[config.mk]
export PLATFORM = sky130hd
export DESIGN_NAME = sbio_port
export DESIGN_NICKNAME = d
export VERILOG_FILES = /design/src/rtl/sbio_pkg.sv /design/src/rtl/sbio_port.sv
export VERILOG_INCLUDE_DIRS = /design/src /design/src/rtl
export SDC_FILE = /design/constraint.sdc
export NUM_CORES = 1
export LEC_CHECK = 0
export BUFFER_PORTS_ARGS = -buffer_cell sky130_fd_sc_hd__buf_2
export CELL_PAD_IN_SITES_DETAIL_PLACEMENT = 0
export CELL_PAD_IN_SITES_GLOBAL_PLACEMENT = 2
export CORE_AREA = 2 2 91 93
export CTS_CLUSTER_SIZE = 40
export DETAILED_ROUTE_END_ITERATION = 8
export DIE_AREA = 0 0 93 95
export PLACE_DENSITY = 0.78
export REMOVE_ABC_BUFFERS = 1
export SETUP_SLACK_MARGIN = 0.05
export SLEW_MARGIN = 20
export SYNTH_ARGS = -nofsm -noshare
export SYNTH_HDL_FRONTEND = slang
export SYNTH_SLANG_ARGS = --single-unit
[constraint.sdc]
create_clock -name i_mclk -period 1.42 [get_ports i_mclk]
set_input_delay 0.284 -clock i_mclk [delete_from_list [all_inputs] [get_ports i_mclk]]
set_output_delay 0.284 -clock i_mclk [all_outputs]
set_load 0.01 [all_outputs]
[src/rtl/sbio_defs.svh]
// Offsets, field positions, reset values for the six-bit I/O port block
`ifndef SBIO_DEFS_SVH
`define SBIO_DEFS_SVH
`define SBIO_ADDR_STATUS 5'h03
`define SBIO_ADDR_PORT1 5'h06
`define SBIO_ADDR_PORT2 5'h07
`define SBIO_DIR_RESET 6'h3f
`define SBIO_OPT_RESET 8'hff
`define SBIO_OPT_WAKE_DIS 7
`define SBIO_OPT_PULL_DIS 6
`define SBIO_OPT_TMR_SRC 5
`define SBIO_STATUS_WAKE 7
`define SBIO_INPUT_ONLY_BIT 3
`define SBIO_WAKE_PIN_MASK 6'h1b
`endif

[src/rtl/sbio_pkg.sv]
// Types shared by the six-bit I/O port block
package sbio_pkg;
  typedef enum logic [1:0] {
    SBIO_DIR_SMALL = 2'b00,
    SBIO_DIR_PORT1 = 2'b01,
    SBIO_DIR_PORT2 = 2'b10
  } sbio_dir_sel_t;
  typedef struct packed {
    logic [5:0] out;
    logic [5:0] oe_n;
  } sbio_pad_t;
endpackage : sbio_pkg

[src/rtl/sbio_port.sv]
// Two six-bit general-purpose I/O ports with direction, pull-up and wake logic
// Summary of operation
// - Port reads return pin levels, not latches
// - Any reset sets all direction bits
// - First port bits 7 and 6 read zero
// - Second port bits 7 and 6 read zero
// - First port bit 3 is input only
// - Alternate-function pins read as zero
// - Pull-ups and wake only on bits 0,1,3,4
// - One shared pull-up control and one shared wake control
// - Reset-input bit 3: pull-up on, no wake
// - Direction-load copies accumulator into direction register
// - Direction one tristates, zero drives latch
// - Timer clock pin direction overridden by timer
// - Direction registers write-only, reset to ones
// - Inputs unlatched; output latches hold value
// - Each pin except first port bit 3 independently directed
// - Wake flag set on wake reset, else cleared
// - Bit set/clear writes pin levels to latches
// - Writes at cycle end, reads at start
// - Data latches unchanged by reset
// - Option bit 7 low enables wake
// - Option bit 6 low enables pull-ups
// - Timer source select forces clock pin input
`timescale 1ns/10ps
`include "sbio_defs.svh"

module sbio_port #(
  parameter int WIDTH = 6,
  parameter logic [2:0] TMR_PIN = 3'd2,
  parameter bit TMR_ON_PORT2 = 1'b0
) (
  // Clock and reset
  input wire logic i_mclk,
  input wire logic i_rst,
  input wire logic i_wake_reset,
  // Register file access from the core
  input wire logic [4:0] i_addr,
  input wire logic i_rd,
  input wire logic i_wr,
  input wire logic [7:0] i_wdata,
  output logic [7:0] o_rdata,
  // Bit set/clear instructions
  input wire logic i_bit_set,
  input wire logic i_bit_clr,
  input wire logic [2:0] i_bit_sel,
  // Direction-load and option load
  input wire logic i_dir_load,
  input wire sbio_pkg::sbio_dir_sel_t i_dir_sel,
  input wire logic i_opt_load,
  input wire logic [7:0] i_acc,
  // Configuration word
  input wire logic [5:0] i_alt_fn1,
  input wire logic [5:0] i_alt_fn2,
  input wire logic i_reset_pin_mode,
  // Pins
  input wire logic [5:0] i_pin1,
  input wire logic [5:0] i_pin2,
  output sbio_pkg::sbio_pad_t o_pad1,
  output sbio_pkg::sbio_pad_t o_pad2,
  output logic [5:0] o_pullup1,
  // Status
  output logic o_wake_flag,
  output logic o_wake_event
);

  logic [WIDTH-1:0] dir1_reg, dir2_reg, dirs_reg;
  logic [WIDTH-1:0] lat1_reg, lat2_reg, lat1_next, lat2_next;
  logic [WIDTH-1:0] snap_reg;
  logic [7:0] opt_reg;
  logic wflag_reg;

  function automatic logic [WIDTH-1:0] read_port(input logic [WIDTH-1:0] pins,
                                                input logic [WIDTH-1:0] alt);
    read_port = pins & ~alt;
  endfunction : read_port

  function automatic logic [WIDTH-1:0] bit_op(input logic [WIDTH-1:0] v,
                                             input logic [2:0] b, input logic s);
    logic [WIDTH-1:0] r;
    r = v;
    if (b < 3'(WIDTH)) begin
      r[b] = s;
    end
    bit_op = r;
  endfunction : bit_op

  wire [WIDTH-1:0] rd1 = read_port(i_pin1, i_alt_fn1);
  wire [WIDTH-1:0] rd2 = read_port(i_pin2, i_alt_fn2);
  wire sel1 = (i_addr == `SBIO_ADDR_PORT1);
  wire sel2 = (i_addr == `SBIO_ADDR_PORT2);
  wire bitop = i_bit_set | i_bit_clr;
  // Small part shares first-port pins; last direction load of either wins
  wire [WIDTH-1:0] dir1_eff = dir1_reg & dirs_reg;
  wire tmr_force = opt_reg[`SBIO_OPT_TMR_SRC];
  wire [WIDTH-1:0] tmr_mask = WIDTH'(1) << TMR_PIN;
  wire [WIDTH-1:0] in_only = WIDTH'(1) << `SBIO_INPUT_ONLY_BIT;
  wire [WIDTH-1:0] f1 = (tmr_force && !TMR_ON_PORT2) ? tmr_mask : '0;
  wire [WIDTH-1:0] f2 = (tmr_force && TMR_ON_PORT2) ? tmr_mask : '0;
  wire wake_en = ~opt_reg[`SBIO_OPT_WAKE_DIS];
  wire pull_en = ~opt_reg[`SBIO_OPT_PULL_DIS];
  wire [WIDTH-1:0] wake_mask = `SBIO_WAKE_PIN_MASK & ~(i_reset_pin_mode ? in_only : '0);
  wire mismatch = wake_en && (((i_pin1 ^ snap_reg) & wake_mask) != '0);

  // bit ops write modified pin levels to the full latch
  always_comb begin
    lat1_next = lat1_reg;
    lat2_next = lat2_reg;
    if (bitop && sel1) begin
      lat1_next = bit_op(rd1, i_bit_sel, i_bit_set);
    end else if (i_wr && sel1) begin
      lat1_next = i_wdata[WIDTH-1:0];
    end
    if (bitop && sel2) begin
      lat2_next = bit_op(rd2, i_bit_sel, i_bit_set);
    end else if (i_wr && sel2) begin
      lat2_next = i_wdata[WIDTH-1:0];
    end
  end

  // Latches update at the clock edge ending the cycle; no reset keeps them
  always_ff @(posedge i_mclk) begin
    lat1_reg <= lat1_next;
    lat2_reg <= lat2_next;
  end

  always_ff @(posedge i_mclk or posedge i_rst) begin
    if (i_rst) begin
      dir1_reg <= `SBIO_DIR_RESET;
      dir2_reg <= `SBIO_DIR_RESET;
      dirs_reg <= `SBIO_DIR_RESET;
      opt_reg <= `SBIO_OPT_RESET;
    end else begin
      if (i_dir_load) begin
        case (i_dir_sel)
          sbio_pkg::SBIO_DIR_SMALL: begin
            dirs_reg <= i_acc[WIDTH-1:0];
            dir1_reg <= i_acc[WIDTH-1:0];
          end
          sbio_pkg::SBIO_DIR_PORT1: begin
            dir1_reg <= i_acc[WIDTH-1:0];
            dirs_reg <= i_acc[WIDTH-1:0];
          end
          sbio_pkg::SBIO_DIR_PORT2: dir2_reg <= i_acc[WIDTH-1:0];
          default: ;
        endcase
      end
      if (i_opt_load) begin
        opt_reg <= i_acc;
      end
    end
  end

  // Wake flag held until next reset, which decides its value
  always_ff @(posedge i_mclk or posedge i_rst) begin
    if (i_rst) begin
      wflag_reg <= 1'b0;
      snap_reg <= '0;
    end else begin
      if (i_rd && sel1) begin
        snap_reg <= i_pin1;
      end
      if (i_wake_reset) begin
        wflag_reg <= 1'b1;
      end
    end
  end

  assign o_rdata = (i_addr == `SBIO_ADDR_STATUS) ? {wflag_reg, 7'h00} :
                   sel1 ? {2'b00, rd1} : sel2 ? {2'b00, rd2} : 8'h00;
  assign o_pad1.out = lat1_reg;
  assign o_pad1.oe_n = dir1_eff | in_only | f1;
  assign o_pad2.out = lat2_reg;
  assign o_pad2.oe_n = dir2_reg | f2;
  assign o_pullup1 = (pull_en ? `SBIO_WAKE_PIN_MASK : 6'h00) |
                     (i_reset_pin_mode ? in_only : 6'h00);
  assign o_wake_flag = wflag_reg;
  assign o_wake_event = mismatch;

endmodule : sbio_port

==> out/qor.txt, run 1 <==
status: finished, violations left
failing checks: setup timing
vias in the first global route: 1535
adder and majority gate portion of the synthesized area: 0%
top cells by count, synth: mux2_2, dfstp_2, edfxtp_1
DP Wirelength: 3980 um
initial antenna violation count: 0
largest net degree at the start of global routing: 20
GP Congestion: 0.770
Residual DRC: 0
xor-xnor portion of the synthesized cell area: 1.98%
Starting Density: 22.3%
clk root buf: clkbuf_8
Netlist cell types: 27
Post-CTS Hold Buffers: 0
ANT nets after route: 0
total wire length: 4820 um
Clock Skew: 0 ns
via count: 1504
Finished Core Util: 35.1%
pins over their slew limit: 0
fin cells: 370
hold crit path type: primary input to asynchronous set/reset pin
number of synthesis warnings: 0
top cell type's share of synthesized area: 20.8%
Clk pin slew, worst setup/hold paths: 0.07 ns
#FFs+latches synth: 31
leading area contributor after synthesis: dfstp_2
Place WS: -0.437 ns
Setup WS post-layout: -0.176 ns
number of fill cells: 853
CP max FO: 3
PortBufs: 93
most frequent cell after synthesis: mux2_2
total track usage: 10.8%
n_diodes: 0
H-tree depth: 2
leakage power: 1.26 nW
Rows: 33
mux contribution to synthesized area: 25.4%
Synth Area in Simple Gates: 15.2%
placeable core area: 7930 sq um
Die H: 95 um
r2r setup slk: 0.60 ns
first-pass GRT wire length: 7440 um
Synth Cell Area: 1770 sq um
drt pass-1 iters: 4
area grow syn2layout: 57.6%
Initial DRC Count: 32
R2R depth: 2
Main synth FF type: dfstp_2
Final Hold Fails: 0
final worst-path cycle share: 112%
final setup fails: 12
Clock Tree Buf Depth: 2
Critical Path RT: 1.14 ns
Worst IR Drop VDD: 0.000478 V
worst hold margin: 0.0109 ns
maximum achievable frequency: 627 MHz
nets: 324
r2r endpoint: opt_reg[6]$_DFFE_PP1P_
chip width: 93 um
Post-synth EDFFs: 12
mean post-synth cell area: 12.6 sq um
register area share after synthesis: 48.3%
Vias/cell: 4.06
crit start category: primary input
main combinational cell family by area after synthesis: multiplexers
top post-synthesis cells by area: dfstp_2, edfxtp_1, mux2_2, dfrtp_1, mux2i_1
CP endpoint kind: output pin
DIE AREA: 8840 sq um
critical path type: primary input to output pin
max cap viols: 0
Async SR Flop Fraction: 61.3%
Final min period: 1.60 ns
compound-cell area share of the yosys netlist: 3.61%
DP Cell Count: 357
CTS tree: done
Clock Latency Late Sink: 0.27 ns
reg2reg start: opt_reg[6]$_DFFE_PP1P_
RSZ-0062 raised after global routing: yes
Num CTS Buffers: 5
fraction of layout cells with a size suffix above 1: 71.7%
CTS sink cnt: 31
Worst Path Arrival: 1.31 ns
cell count after synthesis: 140
Routed wire per std cell: 13.0 um
IO Count: 100
total gr overflow: 0
pwr dens: 894 nW/um^2
## placed cells by master, fill, tap and decap left out, types with 2 or more instances in the layout
| cell type | netlist | final |
|---|---|---|
| buf_2 | 0 | 89 |
| mux2_2 | 31 | 25 |
| buf_4 | 10 | 23 |
| dfstp_2 | 14 | 14 |
| buf_6 | 0 | 13 |
| edfxtp_1 | 12 | 12 |
| nand2b_1 | 10 | 10 |
| mux2i_1 | 10 | 10 |
| mux2_4 | 0 | 6 |
| clkbuf_8 | 0 | 6 |
| nor2b_1 | 5 | 5 |
| dfrtp_1 | 5 | 5 |
| inv_1 | 4 | 4 |
| nor2_1 | 5 | 4 |
| o2bb2ai_1 | 4 | 4 |
| xnor2_1 | 4 | 4 |
| conb_1 | 2 | 4 |
| nand3b_1 | 3 | 3 |
| nor3b_1 | 5 | 3 |
| nor3b_2 | 1 | 2 |
| or2_4 | 0 | 2 |
| o22ai_2 | 0 | 2 |
| nor3_1 | 2 | 2 |
## how the worst max path moves through the flow
| stage | cells past startpoint | slack, ns | end | startpoint |
|---|---|---|---|---|
| after CTS | 5 | -0.18 | o_rdata[5] | i_addr[4] |
| after floorplan | 3 | -0.29 | lat1_reg[0]$_DFFE_PP_ | i_addr[3] |
| after global routing | 4 | -0.21 | o_wake_event | snap_reg[3]$_DFFE_PP0P_ |
| after global placement | 4 | -0.40 | lat1_reg[1]$_DFFE_PP_ | i_addr[3] |
| after detailed placement | 4 | -0.44 | lat1_reg[1]$_DFFE_PP_ | i_addr[3] |
| final | 5 | -0.18 | o_rdata[5] | i_addr[4] |
## where the power goes
part           internal [W]  switching (W)
Clock              0.000497       0.000336
Sequential          0.00107      0.0000444
Combinational      0.000316       0.000229
Total               0.00188       0.000609
## timing repair
item / in CTS / in global routing
setup buffers: 6 / 2
hold endpoints to repair: 0 / 0
resized for setup: 8 / 21
pin swaps: 7 / 3
setup endpoints to repair: 26 / 24
## area by class of cell
cell class / instances / area [sq um] / share of cell area (%)
Timing Repair Buffer: 125 / 764 / 27.4
Clock buffer: 7 / 108 / 3.86
Sequential cell: 31 / 853 / 30.6
Tap cell: 105 / 131 / 4.72
Multi-Input combinational cell: 97 / 908 / 32.6
Inverter: 4 / 15.0 / 0.539
Clock inverter: 1 / 5.00 / 0.180
## cell families after synthesis
group                     after synthesis
DFF                                    31
AOI/OAI and AO/OA                       8
other                                   2
xor gates and xnor gates                4
muxes                                  41
buffers and inverters                  14
and+or+nand+nor                        40
## routing by layer
metal  vias up  track usage [%]  wire (um)
li1        736                -          -
met1       706             13.0       1960
met2        60             19.0       2410
met3         2             4.15        449
met4         0             1.47          4
met5         -                0          0
## worst max-delay path: stages
cell     delay [ns]
buf_6          0.09
or3b_4         0.40
or2_4          0.26
o22ai_2        0.13
buf_2          0.15
## metrics by stage
| step | total power, W | instance area, sq um | TNS, ns |
|---|---|---|---|
| 2_1_floorplan | 0.00138 | 1700 | -3.49 |
| 3_3_place_gp | 0.00163 | 2500 | -9.81 |
| 3_5_place_dp | 0.00164 | 2500 | -10.03 |
| 4_1_cts | 0.00251 | 2690 | -1.96 |
| 5_1_grt | 0.00264 | 2790 | -2.13 |
| 6_report | 0.00249 | 2790 | -1.64 |
Power figures use the tool's default switching activity.
==> inputs of run 2 (changes only) <==
--- a/config.mk
+++ b/config.mk
@@ -9,11 +9,11 @@
 export BUFFER_PORTS_ARGS = -buffer_cell sky130_fd_sc_hd__buf_2
 export CELL_PAD_IN_SITES_DETAIL_PLACEMENT = 0
 export CELL_PAD_IN_SITES_GLOBAL_PLACEMENT = 2
-export CORE_AREA = 2 2 91 93
+export CORE_AREA = 2 2 83 85
 export CTS_CLUSTER_SIZE = 40
 export DETAILED_ROUTE_END_ITERATION = 8
-export DIE_AREA = 0 0 93 95
-export PLACE_DENSITY = 0.78
+export DIE_AREA = 0 0 85 87
+export PLACE_DENSITY = 0.88
 export REMOVE_ABC_BUFFERS = 1
 export SETUP_SLACK_MARGIN = 0.05
 export SLEW_MARGIN = 20
==> constraint.sdc (replaced) <==
create_clock -name i_mclk -period 2.05 [get_ports i_mclk]
set_input_delay 0.41 -clock i_mclk [delete_from_list [all_inputs] [get_ports i_mclk]]
set_output_delay 0.41 -clock i_mclk [all_outputs]
set_load 0.01 [all_outputs]
==> run 2 against run 1 <==
Effect of this change: the run now ends clean; die area fell by 16%; critical path depth did not move; first-iteration DRC count rose by 19%; design area fell by 12%; sequential power fell by 31%; sequential cell count did not move; critical path type unchanged; critical endpoint unchanged; highest routed layer unchanged.
==> out/qor.txt, run 2 (synthesis results as in run 1) <==
largest net degree at the start of global routing: 20 (unchanged)
placeable core area: 6570 sq um (-17%)
fraction of layout cells with a size suffix above 1: 66.4% (-5.3 points)
commonest cells after routing, fill and taps aside: buf_2, mux2_2, dfstp_2
H-tree depth: 2 (unchanged)
PortBufs: 93 (unchanged)
Clock Tree Buf Depth: 2 (unchanged)
n_diodes: 0 (unchanged)
DP Cell Count: 313 (-12%)
Final min period: 1.92 ns
hold crit path type: primary input to asynchronous set/reset pin
Vias/cell: 4.41 (+8.5%)
nets: 300 (-7.4%)
maximum achievable frequency: 520 MHz
Worst IR Drop VDD: 0.000427 V (-11%)
status: completed
RSZ-0062 raised after global routing: no
cell-internal power: 0.00130 W (-31%)
area grow syn2layout: 39.1%
max cap viols: 0 (unchanged)
commonest non-fill, non-tap cell in the layout: buf_2
chip width: 85 um (-8.6%)
Rows: 30 (-9.1%)
total gr overflow: 0 (unchanged)
fin cells: 321 (-13%)
Routed wire per std cell: 13.4 um (+2.7%)
pwr dens: 696 nW/um^2 (-22%)
clk root buf: clkbuf_8
Worst Path Arrival: 1.51 ns (+0.20 ns)
total wire length: 4290 um (-11%)
via count: 1416 (-5.9%)
final worst-path cycle share: 93.8%
Slew HR: 53.4%
Clk network pwr share: 36.1% (+2.7 points)
multi-input combinational cell area: 841 sq um (-7.4%)
first-pass GRT wire length: 6660 um (-10%)
ANT nets after route: 0 (unchanged)
Num CTS Buffers: 5 (unchanged)
CP endpoint kind: output pin
crit start category: primary input
number of fill cells: 673 (-21%)
CTS sink cnt: 31 (unchanged)
Post-CTS Setup Inserts: 0 (-6)
Setup WS post-layout: 0.126 ns (+0.302 ns)
GP Congestion: 0.708 (-8.1%)
Clk pin slew, worst setup/hold paths: 0.07 ns (about the same)
Critical path origin: i_addr[3]
pins over their slew limit: 0 (unchanged)
Residual DRC: 0 (unchanged)
Setup TNS Final: 0 ns (+1.64 ns)
Post-CTS Hold Buffers: 0 (unchanged)
vias in the first global route: 1390 (-9.4%)
Final Hold Fails: 0 (unchanged)
Critical Path RT: 1.64 ns (+0.50 ns)
IO Count: 100 (unchanged)
Finished Core Util: 37.4% (+2.3 points)
critical path type: primary input to output pin
NetSw: 0.000405 W (-33%)
Die H: 87 um (-8.4%)
Clock Latency Late Sink: 0.28 ns (about the same)
drt pass-1 iters: 4 (unchanged)
DIE AREA: 7400 sq um (-16%)
sw frac: 23.7% (-0.77 points)
sequential power share: 45.0% (+0.3 points)
Place WS: 0.0210 ns (+0.458 ns)
Register Area: 853 sq um (unchanged)
Initial DRC Count: 38 (+19%)
Starting Density: 26.9% (+4.6 points)
final setup fails: 0 (-12)
CTS tree: done
leakage power: 1.09 nW (-13%)
CP max FO: 3 (unchanged)
DP Wirelength: 3520 um (-12%)
initial antenna violation count: 0 (unchanged)
Clock Skew: 0 ns (unchanged)
total track usage: 11.5% (+0.70 points)
Combinational Power Share: 18.9% (-3.0 points)
Slew @ Worst Pin: 0.698 ns
reg2reg start: opt_reg[6]$_DFFE_PP1P_
## run 2: cell count changes in the layout (fill, tap and decap cells not counted), sizes merged
cell / delta
buf: -24
clkbuf: +1
clkinv: -1
## run 2: area by class of cell
class | count | area share (%)
Tap cell | 80 | 4.07
Inverter | 4 | 0.611
Clock buffer | 8 | 4.99
Sequential cell | 31 | 34.7
Timing Repair Buffer | 101 | 21.4
Multi-Input combinational cell | 97 | 34.2
## run 2: routing by layer
metal	wire length [um]	global-route usage (%)	part of all wire, %	vias to the layer above
li1	-	-	-	694
met3	367	4.45	8.6	2
met1	1850	13.5	43	667
met2	2060	20.0	48	53
met5	0	0	0	-
met4	13	2.60	0.30	0
## run 2: worst max-delay path: stages
cell and delay, ns:
buf_2 0.11, or3b_4 0.42, or2_4 0.27, o22ai_1 0.16, buf_2 0.15
## run 2: repair_timing
action	CTS	global route
resized for setup	1	2
pin swaps	0	0
endpoints found under the setup margin	1	2
## run 2: metrics by stage
| step | power (W) | area, sq um | hold WS, ns |
|---|---|---|---|
| after floorplan | 0.000957 | 1700 | 0.351 |
| after global placement | 0.00110 | 2320 | 0.483 |
| after detailed placement | 0.00111 | 2320 | 0.475 |
| after CTS | 0.00174 | 2450 | 0.254 |
| after global routing | 0.00180 | 2460 | 0.290 |
| final | 0.00171 | 2460 | 0.233 |
## run 2: worst paths after layout
| path | to | cells after the start | slack, ns |
|---|---|---|---|
| min in group i_mclk | o_wake_flag$_DFFE_PP0P_ | 2 | 0.32 |
| worst max-delay path | o_rdata[5] | 5 | 0.13 |
| worst min register to register | o_wake_flag$_DFFE_PP0P_ | 1 | 0.49 |
| max in group asynchronous | o_wake_flag$_DFFE_PP0P_ | 2 | 1.38 |
| worst max register to register | opt_reg[6]$_DFFE_PP1P_ | 2 | 1.22 |
| worst min-delay path | snap_reg[3]$_DFFE_PP0P_ | 2 | 0.23 |
## run 2: power groups by stage
stage	Combinational, W	Clock, W	Sequential [W]
final	0.000323	0.000617	0.000770
after global routing	0.000354	0.000663	0.000779
after CTS	0.000328	0.000636	0.000772
after detailed placement	0.000325	0	0.000782
after global placement	0.000321	0	0.000779
after floorplan	0.000158	0	0.000799
==> inputs of run 3 (changes only) <==
--- a/config.mk
+++ b/config.mk
@@ -9,11 +9,12 @@
 export BUFFER_PORTS_ARGS = -buffer_cell sky130_fd_sc_hd__buf_2
 export CELL_PAD_IN_SITES_DETAIL_PLACEMENT = 0
 export CELL_PAD_IN_SITES_GLOBAL_PLACEMENT = 2
-export CORE_AREA = 2 2 83 85
+export CORE_AREA = 2 2 86 88
 export CTS_CLUSTER_SIZE = 40
 export DETAILED_ROUTE_END_ITERATION = 8
-export DIE_AREA = 0 0 85 87
-export PLACE_DENSITY = 0.88
+export DIE_AREA = 0 0 88 90
+export HOLD_SLACK_MARGIN = 0.15
+export PLACE_DENSITY = 0.83
 export REMOVE_ABC_BUFFERS = 1
 export SETUP_SLACK_MARGIN = 0.05
 export SLEW_MARGIN = 20
==> constraint.sdc (replaced) <==
create_clock -name i_mclk -period 1.8 [get_ports i_mclk]
set_input_delay 0.36 -clock i_mclk [delete_from_list [all_inputs] [get_ports i_mclk]]
set_output_delay 0.36 -clock i_mclk [all_outputs]
set_load 0.01 [all_outputs]
==> run 3 against run 2 <==
Effect of this change: worst hold slack better by 0.039 ns; sequential cell count unchanged; cell count up 7.2%; register-to-register slack worse by 0.25 ns; critical path depth unchanged; combinational power up 19%; clock skew unchanged; total power up 12%; utilization down 0.41 points.
==> out/qor.txt, run 3 (synthesis results as in run 1) <==
drt pass-1 iters: 4 (unchanged)
Starting Density: 25.2% (-1.7 points)
Initial DRC Count: 50 (+32%)
final setup fails: 0 (unchanged)
commonest cells after routing, fill and taps aside: buf_2, mux2_2, dfstp_2
CTS tree: done
Worst Path Arrival: 1.43 ns (-0.08 ns)
first-pass GRT wire length: 7220 um (+8.5%)
Place WS: -0.141 ns (-0.162 ns)
Setup WS post-layout: 0.00559 ns (-0.121 ns)
Worst IR Drop VDD: 0.000378 V (-11%)
largest net degree at the start of global routing: 20 (unchanged)
fin cells: 344 (+7.2%)
maximum achievable frequency: 557 MHz
chip width: 88 um (+3.5%)
CP cell instances: buf_6 > or3b_4 > or2_4 > o22ai_2 > buf_2
multi-input combinational cell area: 893 sq um (+6.3%)
Num CTS Buffers: 5 (unchanged)
hold crit path type: primary input to flip-flop
crit path buf inv count: 2 (unchanged)
leakage power: 1.13 nW (+3.4%)
DP Wirelength: 3700 um (+5.1%)
nets: 304 (+1.3%)
crit-path leading delay family: simple AND/OR/NAND/NOR gates
Residual DRC: 0 (unchanged)
Die H: 90 um (+3.4%)
Clock Tree Buf Depth: 2 (unchanged)
Vias/cell: 4.25 (-3.7%)
r2r endpoint: opt_reg[6]$_DFFE_PP1P_
R2R depth: 2 (unchanged)
RSZ-0062 raised after global routing: yes
Final Hold Fails: 0 (unchanged)
via count: 1462 (+3.2%)
IO Count: 100 (unchanged)
Clock Skew: 0 ns (unchanged)
Clk pin slew, worst setup/hold paths: 0.06 ns (about the same)
clk root buf: clkbuf_8
Rows: 31 (+3.3%)
initial antenna violation count: 0 (unchanged)
crit path to: o_rdata[5]
DIE AREA: 7920 sq um (+7.1%)
Setup TNS Final: 0 ns (unchanged)
pins over their slew limit: 0 (unchanged)
commonest non-fill, non-tap cell in the layout: buf_2
met2 Use GR: 20.3% (+0.30 points)
grt met1 use: 14.6% (+1.0 points)
CP max FO: 3 (unchanged)
final worst-path cycle share: 99.7%
status: completed
WP depth: 5 (unchanged)
DP Cell Count: 334 (+6.7%)
H-tree depth: 2 (unchanged)
GP Congestion: 0.717 (+1.2%)
reg2reg start: opt_reg[6]$_DFFE_PP1P_
vias in the first global route: 1445 (+4.0%)
Routed wire per std cell: 13.5 um (+1.1%)
pwr dens: 735 nW/um^2 (+5.6%)
fraction of layout cells with a size suffix above 1: 68.6% (+2.2 points)
PortBufs: 93 (unchanged)
critical path type: primary input to output pin
Final min period: 1.79 ns
critical path's slowest cell: or3b_4
r2r setup slk: 0.97 ns (-0.25 ns)
total wire length: 4650 um (+8.3%)
Worst path max stage delay: 0.42 ns (about the same)
max cap viols: 0 (unchanged)
CTS sink cnt: 31 (unchanged)
n_diodes: 0 (unchanged)
ANT nets after route: 0 (unchanged)
area grow syn2layout: 47.0%
total gr overflow: 0 (unchanged)
number of fill cells: 735 (+9.2%)
crit start category: primary input
Clock Latency Late Sink: 0.28 ns (about the same)
placeable core area: 7020 sq um (+6.9%)
Critical Path RT: 1.44 ns (-0.20 ns)
Critical path origin: i_addr[3]
total track usage: 12.0% (+0.43 points)
busiest grt layer: met2
met3 Resource Use GR: 3.86% (-0.60 points)
Register Area: 853 sq um (unchanged)
CP endpoint kind: output pin
==> run 3: cell count changes in the layout (fill, tap and decap cells not counted), moves of 2 or more <==
cell	delta
buf_2	-4
o2bb2ai_1	-3
buf_6	+5
o2bb2ai_4	+2
==> run 3: routing by layer <==
layer / up-vias / wire length [um]
met5: - / 0
met4: 0 / 39
met3: 7 / 344
met2: 58 / 2390
met1: 698 / 1880
li1: 699 / -
==> run 3: repair_timing <==
action	4_1_cts	5_1_grt
hold buffers	1	0
resized for setup	6	9
pin swaps	3	2
endpoints found under the hold margin	5	0
buffers inserted	0	1
endpoints found under the setup margin	6	6
==> run 3: per-stage QoR <==
stage / instance area [sq um] / util, % / hold WS, ns / total power (W)
4_1_cts: 2520 / 35.9 / 0.262 / 0.00194
2_1_floorplan: 1700 / - / 0.301 / 0.00109
6_report: 2600 / 37.0 / 0.272 / 0.00191
5_1_grt: 2600 / 37.0 / 0.267 / 0.00203
3_5_place_dp: 2380 / 33.8 / 0.398 / 0.00126
3_3_place_gp: 2380 / 33.8 / 0.396 / 0.00126
==> run 3: worst min path at each step <==
stage                     slack, ns  depth (start not counted)                      end         start
after floorplan                0.30                          1  o_wake_flag$_DFFE_PP0P_         i_rst
after global placement         0.40                          3  snap_reg[0]$_DFFE_PP0P_         i_rst
after detailed placement       0.40                          3  snap_reg[0]$_DFFE_PP0P_         i_rst
after CTS                      0.26                          2  o_wake_flag$_DFFE_PP0P_  i_wake_reset
after global routing           0.27                          2  o_wake_flag$_DFFE_PP0P_  i_wake_reset
final                          0.27                          2  o_wake_flag$_DFFE_PP0P_  i_wake_reset
==> run 3: final cells by class <==
type	count	share of cell area, %
inverters	4	0.578
flip-flops and latches	31	32.9
clock buffers	7	4.14
multi-input cells	97	34.4
repair buffers	105	23.1
well taps	99	4.77
clock inverters	1	0.193
==> run 3: power by group <==
| part | switching (W) | total (W) | internal [W] |
|---|---|---|---|
| Combinational | 0.000174 | 0.000385 | 0.000211 |
| Sequential | 0.0000344 | 0.000877 | 0.000842 |
| Clock | 0.000255 | 0.000647 | 0.000391 |
| Total | 0.000464 | 0.00191 | 0.00144 |
